`src/logic/eecm_pkg.sv`:
```
// package for the eeprom command mode controller
// assumes a single pclk domain and an apb register port
package eecm_pkg;

    localparam logic [22:0] EECM_WIN_LO    = 23'h13F800;
    localparam logic [22:0] EECM_WIN_HI    = 23'h13FFFF;
    localparam int          EECM_AW        = 11;

    // register byte offsets
    localparam logic [7:0]  EECM_OFS_STAT  = 8'h00;
    localparam logic [7:0]  EECM_OFS_PROT  = 8'h04;
    localparam logic [7:0]  EECM_OFS_ADDR  = 8'h08;
    localparam logic [7:0]  EECM_OFS_CMD   = 8'h0C;
    localparam logic [7:0]  EECM_OFS_CTRL  = 8'h10;

    // status bits
    localparam int EECM_B_COMMAND_COMPLETE_FLAG  = 0;
    localparam int EECM_B_COMMAND_BUFFER_EMPTY_FLAG = 1;
    localparam int EECM_B_ACC   = 2;
    localparam int EECM_B_PV    = 3;
    localparam int EECM_B_HV    = 4;

    // protection register fields
    localparam int          EECM_B_PEN     = 7;
    localparam logic [10:0] EECM_PROT_BASE = 11'h600;

    localparam logic [7:0]  EECM_CMD_PROG  = 8'h20;
    localparam logic [7:0]  EECM_CMD_SERA  = 8'h40;
    localparam logic [7:0]  EECM_CMD_MERA  = 8'h41;
    localparam logic [7:0]  EECM_CMD_SMOD  = 8'h60;

    localparam int          EECM_OP_NS     = 400;
    localparam int          EECM_CLK_NS    = 10;
    localparam logic [15:0] EECM_OP_CYC    = 16'((EECM_OP_NS + EECM_CLK_NS - 1) / EECM_CLK_NS);

    typedef struct packed {
        logic [7:0]          cmd;
        logic [EECM_AW-1:0]  addr;
    } eecm_cmd_t;

    typedef enum logic [1:0] {EECM_IDLE, EECM_RUN} eecm_state_t;

endpackage : eecm_pkg

```
`src/logic/eecm_ctrl.sv`:
```
// eeprom command controller: mode handling, buffer, flags, apb slave
// assumes apb master in pclk domain; mode inputs synchronous to pclk
`timescale 1ns/1ps
module eecm_ctrl
    import eecm_pkg::*;
(
    input  wire logic        pclk,
    input  wire logic        presetn,
    input  wire logic        psel,
    input  wire logic        penable,
    input  wire logic        pwrite,
    input  wire logic [7:0]  paddr,
    input  wire logic [31:0] pwdata,
    output logic [31:0]      prdata,
    output logic             pready,
    output logic             pslverr,
    input  wire logic [22:0] gaddr,
    input  wire logic        wait_mode,
    input  wire logic        stop_mode,
    input  wire logic        background_debug_state,
    input  wire logic        secured,
    input  wire logic        special_single_chip,
    output logic             array_sel,
    output logic [10:0]      array_addr,
    output logic             hv_on,
    output logic             wake_req
);
    // ------------------------------------------------------------
    // registers
    // ------------------------------------------------------------
    logic        command_complete_flag;
    logic        command_buffer_empty_flag_q, command_buffer_empty_flag_d;
    logic        acc_q, acc_d;
    logic        pviol_q, pviol_d;
    logic [7:0]  array_protection_register;
    logic [7:0]  prot_q, prot_d;
    logic        prot_lock_q, prot_lock_d;
    logic [1:0]  ie_q, ie_d;
    logic [10:0] addr_q, addr_d;
    eecm_cmd_t   buf_q, buf_d, act_q, act_d;
    logic        bufv_q, bufv_d;
    eecm_state_t st_q, st_d;
    logic        stop_q;
    logic [31:0] rdata_q;

    // ------------------------------------------------------------
    // decode
    // ------------------------------------------------------------
    function automatic logic in_upper(input logic [10:0] a, input logic [7:0] p);
        in_upper = p[EECM_B_PEN] && (a >= EECM_PROT_BASE);
    endfunction : in_upper

    wire wr_acc   = psel && penable && pwrite;
    wire rd_acc   = psel && !pwrite;
    wire sel_stat = paddr == EECM_OFS_STAT;
    wire sel_prot = paddr == EECM_OFS_PROT;
    wire sel_addr = paddr == EECM_OFS_ADDR;
    wire sel_cmd  = paddr == EECM_OFS_CMD;
    wire sel_ctrl = paddr == EECM_OFS_CTRL;
    wire mapped   = sel_stat | sel_prot | sel_addr | sel_cmd | sel_ctrl;

    assign array_sel  = (gaddr >= EECM_WIN_LO) && (gaddr <= EECM_WIN_HI);
    assign array_addr = gaddr[EECM_AW-1:0];
    assign array_protection_register = prot_q;

    wire [7:0] cmd_w   = pwdata[7:0];
    wire known_cmd     = (cmd_w == EECM_CMD_PROG) || (cmd_w == EECM_CMD_SERA)
                      || (cmd_w == EECM_CMD_MERA) || (cmd_w == EECM_CMD_SMOD);
    wire restricted    = background_debug_state && secured && special_single_chip;
    wire cmd_allowed   = known_cmd && (!restricted || cmd_w == EECM_CMD_MERA);
    wire cmd_prot      = (cmd_w != EECM_CMD_MERA) && in_upper(addr_q, prot_q)
                      || (cmd_w == EECM_CMD_MERA) && prot_q[EECM_B_PEN];
    wire cmd_wr        = wr_acc && sel_cmd;
    // sequence refused while error is pending
    wire cmd_ok        = cmd_wr && command_buffer_empty_flag_q && !acc_q && cmd_allowed && !cmd_prot;
    wire cmd_bad       = cmd_wr && !cmd_ok;
    wire stop_enter    = stop_mode && !stop_q;
    wire stop_exit     = !stop_mode && stop_q;
    wire abort         = stop_enter && (st_q == EECM_RUN);
    wire op_done;
    wire op_start;

    // ------------------------------------------------------------
    // command sequencer
    // ------------------------------------------------------------
    // commands keep running in wait mode, so wait_mode gates nothing here
    always_comb begin
        st_d   = st_q;
        act_d  = act_q;
        buf_d  = buf_q;
        bufv_d = bufv_q;
        unique case (st_q)
            EECM_IDLE: begin
                // stop_q guard: nothing launches in the stop exit cycle
                if (bufv_q && !stop_mode && !stop_q) begin
                    act_d  = buf_q;
                    bufv_d = 1'b0;
                    st_d   = EECM_RUN;
                end
            end
            EECM_RUN: begin
                if (abort) begin
                    st_d = EECM_IDLE;
                end else if (op_done) begin
                    if (bufv_q) begin
                        act_d  = buf_q;
                        bufv_d = 1'b0;
                    end else begin
                        st_d = EECM_IDLE;
                    end
                end
            end
        endcase
        if (cmd_ok) begin
            buf_d  = '{cmd: cmd_w, addr: addr_q};
            bufv_d = 1'b1;
        end
        // abort drops the queued command too, so complete can rise while stopped
        if (abort) bufv_d = 1'b0;
        if (stop_exit) bufv_d = 1'b0;
    end
    assign op_start = (st_q == EECM_IDLE && st_d == EECM_RUN)
                   || (st_q == EECM_RUN && op_done && bufv_q && !abort);

    eecm_hv u_hv (
        .pclk    (pclk),
        .presetn (presetn),
        .start   (op_start),
        .abort   (stop_enter),
        .hv_on   (hv_on),
        .done    (op_done)
    );

    // ------------------------------------------------------------
    // flags and registers
    // ------------------------------------------------------------
    assign command_complete_flag = (st_q == EECM_IDLE) && !bufv_q;

    always_comb begin
        command_buffer_empty_flag_d     = command_buffer_empty_flag_q;
        acc_d       = acc_q;
        pviol_d     = pviol_q;
        prot_d      = prot_q;
        prot_lock_d = prot_lock_q;
        ie_d        = ie_q;
        addr_d      = addr_q;
        if (wr_acc && sel_stat) begin
            if (pwdata[EECM_B_ACC]) acc_d = 1'b0;
            if (pwdata[EECM_B_PV])  pviol_d = 1'b0;
        end
        // protection writable once, or any time under debug
        if (wr_acc && sel_prot && (!prot_lock_q || background_debug_state)) begin
            prot_d      = pwdata[7:0];
            prot_lock_d = 1'b1;
        end
        if (wr_acc && sel_addr) addr_d = pwdata[EECM_AW-1:0];
        if (wr_acc && sel_ctrl) ie_d = pwdata[1:0];
        // set wins over clear
        if (cmd_bad && command_buffer_empty_flag_q && !acc_q && !cmd_allowed) acc_d = 1'b1;
        if (cmd_bad && command_buffer_empty_flag_q && !acc_q && cmd_allowed)  pviol_d = 1'b1;
        if (abort) acc_d = 1'b1;
        if (cmd_ok) command_buffer_empty_flag_d = 1'b0;
        if (st_q == EECM_IDLE && bufv_q && !stop_mode && !stop_q) command_buffer_empty_flag_d = 1'b1;
        if (st_q == EECM_RUN && op_done && bufv_q) command_buffer_empty_flag_d = 1'b1;
        if (stop_exit) command_buffer_empty_flag_d = 1'b1;
    end

    always_ff @(posedge pclk or negedge presetn) begin
        if (!presetn) begin
            st_q        <= EECM_IDLE;
            act_q       <= '0;
            buf_q       <= '0;
            bufv_q      <= 1'b0;
            command_buffer_empty_flag_q     <= 1'b1;
            acc_q       <= 1'b0;
            pviol_q     <= 1'b0;
            prot_q      <= 8'h00;
            prot_lock_q <= 1'b0;
            ie_q        <= 2'h0;
            addr_q      <= 11'h000;
            stop_q      <= 1'b0;
        end else begin
            st_q        <= st_d;
            act_q       <= act_d;
            buf_q       <= buf_d;
            bufv_q      <= bufv_d;
            command_buffer_empty_flag_q     <= command_buffer_empty_flag_d;
            acc_q       <= acc_d;
            pviol_q     <= pviol_d;
            prot_q      <= prot_d;
            prot_lock_q <= prot_lock_d;
            ie_q        <= ie_d;
            addr_q      <= addr_d;
            stop_q      <= stop_mode;
        end
    end

    // wake, raised in wait mode only, also serves as interrupt request; no separate irq logic
    assign wake_req = wait_mode && ((ie_q[0] && command_complete_flag)
                    || (ie_q[1] && command_buffer_empty_flag_q));

    // ------------------------------------------------------------
    // apb read path
    // ------------------------------------------------------------
    wire [31:0] stat_w = {27'h0, hv_on, pviol_q, acc_q, command_buffer_empty_flag_q, command_complete_flag};
    wire [31:0] rd_mux = sel_stat ? stat_w
                       : sel_prot ? {24'h0, array_protection_register}
                       : sel_addr ? {21'h0, addr_q}
                       : sel_cmd  ? {24'h0, act_q.cmd}
                       : sel_ctrl ? {30'h0, ie_q} : 32'h0;

    // latched in setup so prdata is settled well before the access edge
    always_ff @(posedge pclk or negedge presetn) begin
        if (!presetn) rdata_q <= 32'h0;
        else if (rd_acc && !penable) rdata_q <= rd_mux;
    end
    assign prdata  = rdata_q;
    // zero wait states: every register answers in the access cycle
    assign pready  = 1'b1;
    assign pslverr = psel && penable && !mapped;

    // ------------------------------------------------------------
    // checks
    // ------------------------------------------------------------
    a_command_complete_flag_busy   : assert property (@(posedge pclk) disable iff (!presetn)
        (st_q == EECM_RUN) |-> !command_complete_flag) else $error("command_complete_flag high while busy");
    a_stop_abort  : assert property (@(posedge pclk) disable iff (!presetn)
        abort |=> acc_q && command_complete_flag && !hv_on) else $error("stop abort wrong");
    a_stop_exit   : assert property (@(posedge pclk) disable iff (!presetn)
        stop_exit && !cmd_ok |=> command_buffer_empty_flag_q && !bufv_q) else $error("buffer kept over stop");
    a_win_decode  : assert property (@(posedge pclk) disable iff (!presetn)
        array_sel |-> gaddr[22:11] == EECM_WIN_LO[22:11]) else $error("window decode");
    a_prot_refuse : assert property (@(posedge pclk) disable iff (!presetn)
        cmd_wr && cmd_w == EECM_CMD_PROG && in_upper(addr_q, prot_q) |=> !bufv_q || $past(bufv_q))
        else $error("protected command accepted");
    a_acc_block   : assert property (@(posedge pclk) disable iff (!presetn)
        cmd_wr && acc_q |=> $stable(buf_q)) else $error("command taken with error");
    a_secure_only : assert property (@(posedge pclk) disable iff (!presetn)
        cmd_ok && restricted |-> cmd_w == EECM_CMD_MERA) else $error("secured non mass erase");
    a_prot_debug  : assert property (@(posedge pclk) disable iff (!presetn)
        wr_acc && sel_prot && background_debug_state |=> prot_q == $past(pwdata[7:0]))
        else $error("debug prot write lost");
    a_wait_chain  : assert property (@(posedge pclk) disable iff (!presetn)
        st_q == EECM_RUN && op_done && bufv_q && !abort |=> st_q == EECM_RUN) else $error("buffered dropped");
    a_wake        : assert property (@(posedge pclk) disable iff (!presetn)
        wait_mode && ie_q[0] && command_complete_flag |-> wake_req) else $error("no wake");

    a_command_buffer_empty_flag_buf   : assert property (@(posedge pclk) disable iff (!presetn)
        bufv_q |-> !command_buffer_empty_flag_q)
        else $error("buffer full but empty flag set");
    a_hv_idle     : assert property (@(posedge pclk) disable iff (!presetn)
        st_q == EECM_IDLE |-> !hv_on)
        else $error("high voltage on while idle");
    a_stop_launch : assert property (@(posedge pclk) disable iff (!presetn)
        stop_mode || stop_q |-> !op_start)
        else $error("command launched around stop");
    a_command_complete_flag_done   : assert property (@(posedge pclk) disable iff (!presetn)
        st_q == EECM_RUN && op_done && !bufv_q && !cmd_ok |=> command_complete_flag)
        else $error("complete flag not raised");
    a_cmd_queue   : assert property (@(posedge pclk) disable iff (!presetn)
        cmd_ok && !abort && !stop_exit |=> bufv_q && !command_buffer_empty_flag_q)
        else $error("accepted command not buffered");
    a_prot_lock   : assert property (@(posedge pclk) disable iff (!presetn)
        wr_acc && sel_prot && prot_lock_q && !background_debug_state |=> $stable(prot_q))
        else $error("locked protection changed");
    a_acc_refuse  : assert property (@(posedge pclk) disable iff (!presetn)
        cmd_bad && command_buffer_empty_flag_q && !acc_q && !cmd_allowed |=> acc_q)
        else $error("refused command without error");
    a_pviol_set   : assert property (@(posedge pclk) disable iff (!presetn)
        cmd_bad && command_buffer_empty_flag_q && !acc_q && cmd_allowed |=> pviol_q)
        else $error("protected target without violation");
    a_wait_run    : assert property (@(posedge pclk) disable iff (!presetn)
        wait_mode && st_q == EECM_RUN && !abort && !op_done |=> st_q == EECM_RUN)
        else $error("command dropped in wait");
    a_abort_drop  : assert property (@(posedge pclk) disable iff (!presetn)
        abort |=> !bufv_q && !hv_on)
        else $error("abort left work pending");

    // ------------------------------------------------------------
    // cover points
    // ------------------------------------------------------------
    c_cmd_run   : cover property (@(posedge pclk) disable iff (!presetn) op_start);
    c_stop_abort: cover property (@(posedge pclk) disable iff (!presetn) abort);
    c_chain     : cover property (@(posedge pclk) disable iff (!presetn) op_done && bufv_q);
    c_wake      : cover property (@(posedge pclk) disable iff (!presetn) wake_req);
    c_stop_exit : cover property (@(posedge pclk) disable iff (!presetn) stop_exit);
endmodule : eecm_ctrl

```
`src/logic/eecm_hv.sv`:
```
// high voltage enable and operation timer for the array
// assumes start and abort come from the command sequencer
`timescale 1ns/1ps
module eecm_hv
    import eecm_pkg::*;
(
    input  wire logic pclk,
    input  wire logic presetn,
    input  wire logic start,
    input  wire logic abort,
    output logic      hv_on,
    output logic      done
);
    logic [15:0] cnt_q;
    logic        on_q;

    // abort beats start so stop kills supply that very edge
    always_ff @(posedge pclk or negedge presetn) begin
        if (!presetn) begin
            cnt_q <= 16'h0000;
            on_q  <= 1'b0;
        end else if (abort) begin
            on_q  <= 1'b0;
            cnt_q <= 16'h0000;
        end else if (start) begin
            on_q  <= 1'b1;
            cnt_q <= EECM_OP_CYC;
        end else if (on_q) begin
            cnt_q <= cnt_q - 16'h0001;
            if (cnt_q == 16'h0001) on_q <= 1'b0;
        end
    end
    assign hv_on = on_q;
    assign done  = on_q && (cnt_q == 16'h0001) && !abort;

    a_hv_abort_off : assert property (@(posedge pclk) disable iff (!presetn)
        abort |=> !hv_on) else $error("hv stayed on after abort");
endmodule : eecm_hv

```
`config.mk`:
```
export PLATFORM = sky130hd
export DESIGN_NAME = eecm_ctrl
export DESIGN_NICKNAME = d
export VERILOG_FILES = /design/src/logic/eecm_pkg.sv /design/src/logic/eecm_ctrl.sv /design/src/logic/eecm_hv.sv
export SDC_FILE = /design/constraint.sdc
export NUM_CORES = 1
export LEC_CHECK = 0
export ABC_CLOCK_PERIOD_IN_PS = 6800
export BUFFER_PORTS_ARGS = -buffer_cell sky130_fd_sc_hd__clkbuf_2
export CORE_ASPECT_RATIO = 2
export CORE_MARGIN = 5
export CORE_UTILIZATION = 40
export DETAILED_ROUTE_END_ITERATION = 10
export PLACE_DENSITY = 0.62
export SETUP_SLACK_MARGIN = 0.5
export SYNTH_ARGS = -nofsm -noshare
export SYNTH_HDL_FRONTEND = slang
export SYNTH_SLANG_ARGS = --single-unit
```
`constraint.sdc`:
```
create_clock -name pclk -period 6.8 [get_ports pclk]
set_clock_uncertainty 0.2 [all_clocks]
set_input_delay 1.36 -clock pclk [delete_from_list [all_inputs] [get_ports pclk]]
set_output_delay 1.36 -clock pclk [all_outputs]
set_load 0.02 [all_outputs]
```
==> run summary <==
# DRC -> 0
Post-synthesis cell count -> 356
Post-synth top area cell -> dfrtp_1
Dpl hpwl -> 6700 um
Total number of vias -> 2725
YS warnings -> 0
RSZ-0062 raised after global routing -> false
Register share of total power -> 42.4%
Synth cell types -> 46
FF+latch count, synth -> 73
PD cells -> 240.9 mW/mm2
Slew Limit Fails -> 0
CTS tree -> built
Area contributors post-synth -> dfrtp_1, mux2_2, buf_4, nor2_1, xnor2_1
Setup slack, reg-to-reg -> 3940 ps
Final hold violations -> 0
Final TNS setup -> 0 ps
First-pass GRT wire length -> 14510 um
Reg clk slew, reported paths -> 60 ps
HP Class -> reg2reg
Clk pwr share -> 52.0%
Die Area -> 0.01160 mm2
Crit path DAT -> 2910 ps
Initial Util -> 40.50%
Outcome -> complete, no violations
Sw Share -> 21.67%
Synthesized area per cell -> 10.60 um2
Initial antenna violation count -> 0
Worst slack, placed -> 2442 ps
Longest Clk Path Bufs -> 2
Num Clock Sinks -> 73
Via/cell ratio -> 5.375
Share of layout cells above drive strength 1 -> 28.78%
Asr flop ratio synth -> 100.0%
P&R area growth vs syn -> 14.15%
Number of flops mapped to enable cells by yosys -> 0
Placed Cells -> 492
DR pass1 iterations -> 4
Pint -> 0.0008133 W
Vert. Die Dim -> 147.4 um
Die X -> 78.69 um
Commonest cells after routing, fill and taps aside -> dfrtp_1, clkbuf_2, nor2_1
Worst Setup EP -> pslverr
Tmin final -> 4471 ps
GP Congestion -> 0.8359
Required time of the critical path -> 5240 ps
Post-CTS setup repair buffer count -> 0
Vias in the first global route -> 2851
GRT Total Usage -> 16.30%
Worst relative slew slack -> 26.59%
# setup viols final -> 0
Row count -> 50
Pin count of the biggest net entering global routing -> 74
Post_cts resized -> 0
Most common cell after layout, fill and taps aside -> dfrtp_1
# IOs -> 121
Crit. End Element -> primary output
Routed Wire Length -> 8797 um
IO buf count -> 55
H-tree depth -> 3
Net Sw Power -> 0.0002249 W
Tcrit/Tclk final -> 65.75%
MaxCap Viol Count -> 0
End of the worst register-to-register path -> buf_q[16]$_DFFE_PN0P_
Final setup margin -> 2329 ps
CTS Buf Count -> 9
Worst r2r src -> command_buffer_empty_flag_q$_DFFE_PN1P_
Hold WS -> 280.0 ps
Final ANT Viol Nets -> 0
Primary FF master, synth -> dfrtp_1
Routed len/inst -> 17.35 um
Post-route insts no fill -> 507
Placeable Area -> 0.009321 mm2
VDD IR max -> 0.1928 mV
Setup Crit Path Kind -> in2out
Register area share after synthesis -> 48.43%
Later-pin clock latency in the skew report -> 330 ps
Critical path startpoint category -> input pin
Launch point of the worst path -> paddr[2]
Mapped Area -> 0.003775 mm2
Gate power share -> 5.6%
Initial DRC Count -> 103
Area share of the largest cell type after synthesis -> 47.73%
Worst Tran Pin Value -> 1099 ps
Fmax -> 223.7 MHz
Nets -> 474
Total grt overflow -> 0
Hold_buf cts -> 0
Finished Core Util -> 46.23%
Root Buffer -> clkbuf_16
Peak fanout along the critical path -> 16
Leak Pwr -> 2.075 nW
Worst r2r path cells -> 5
Diode count -> 0
cell usage after synthesis (all sizes together) (5+ instances only):
cell type	instances
nand2	24
nand3	10
mux2	35
o21ai	14
dfrtp	72
a22o	5
nor4	8
a21oi	12
inv	6
nor2b	10
xnor2	11
nand2b	5
nor2	36
clkbuf	6
buf	38
nor3	15
logic make-up after synthesis:
group                    synth area share, %
AND/OR/NAND/NOR                        17.70
flip-flops                             48.43
buffers and inverters                  8.419
AO/OA/AOI/OAI                          8.883
multiplexers                           12.23
XOR/XNOR                               3.480
adder cells (fa/ha/maj)               0.6628
other                                 0.1989
sequential cells by signal, indices dropped and copies added (netlist names), 2 cells and up:
signal                     count
act_q                          8
addr_q                        11
prdata                        11
st_q                           2
u_hv.cnt_q                    16
buf_q                          8
ie_q                           2
array_protection_register      8
through the flow:
stage	area [um2]	total power [W]
final	4309	0.001038
after global routing	4309	0.001079
after CTS	4309	0.001050
after detailed placement	3968	0.0005071
after global placement	3968	0.0005060
after floorplan	3850	0.0004954
critical path: stages:
cell	delay (ps)
clkbuf_2	260
nor4_1	650
and3_1	360
nor3_1	90
clkbuf_2	180
how the worst min path moves through the flow:
stage / endpoint / cells after the start / from
finish: prdata[8]$_DFFE_PN0P_ / 2 / prdata[8]$_DFFE_PN0P_
global route: act_q[15]$_DFFE_PN0P_ / 1 / buf_q[15]$_DFFE_PN0P_
CTS: prdata[8]$_DFFE_PN0P_ / 2 / prdata[8]$_DFFE_PN0P_
detailed placement: prdata[8]$_DFFE_PN0P_ / 2 / prdata[8]$_DFFE_PN0P_
global placement: prdata[8]$_DFFE_PN0P_ / 2 / prdata[8]$_DFFE_PN0P_
floorplan: buf_q[12]$_DFFE_PN0P_ / 1 / buf_q[12]$_DFFE_PN0P_
per-layer routing:
| metal | GRT usage, % | share of wire [%] | vias up |
|---|---|---|---|
| li1 | - | - | 1290 |
| met4 | 8.144 | 2.9 | 0 |
| met5 | 0 | 0 | - |
| met1 | 17.09 | 36 | 1340 |
| met2 | 29.43 | 57 | 72 |
| met3 | 4.146 | 4.1 | 23 |
power by group through the flow:
stage | Clock, W | Sequential, W | Combinational [W]
detailed placement | 0 | 0.000448 | 0.0000592
finish | 0.000539 | 0.000440 | 0.0000586
floorplan | 0 | 0.000447 | 0.0000485
global placement | 0 | 0.000448 | 0.0000583
global route | 0.000573 | 0.000440 | 0.0000655
CTS | 0.000551 | 0.000440 | 0.0000593
layout make-up:
| cell class | instances | area [um2] |
|---|---|---|
| repair buffers | 56 | 282.8 |
| well taps | 104 | 130.1 |
| flip-flops and latches | 73 | 1828 |
| multi-input cells | 253 | 1704 |
| clock buffers | 9 | 225.2 |
| fillers | 885 | 5012 |
| inverters | 6 | 22.52 |
| clock inverters | 6 | 116.4 |
No activity file was read; power rests on OpenSTA's default activity.
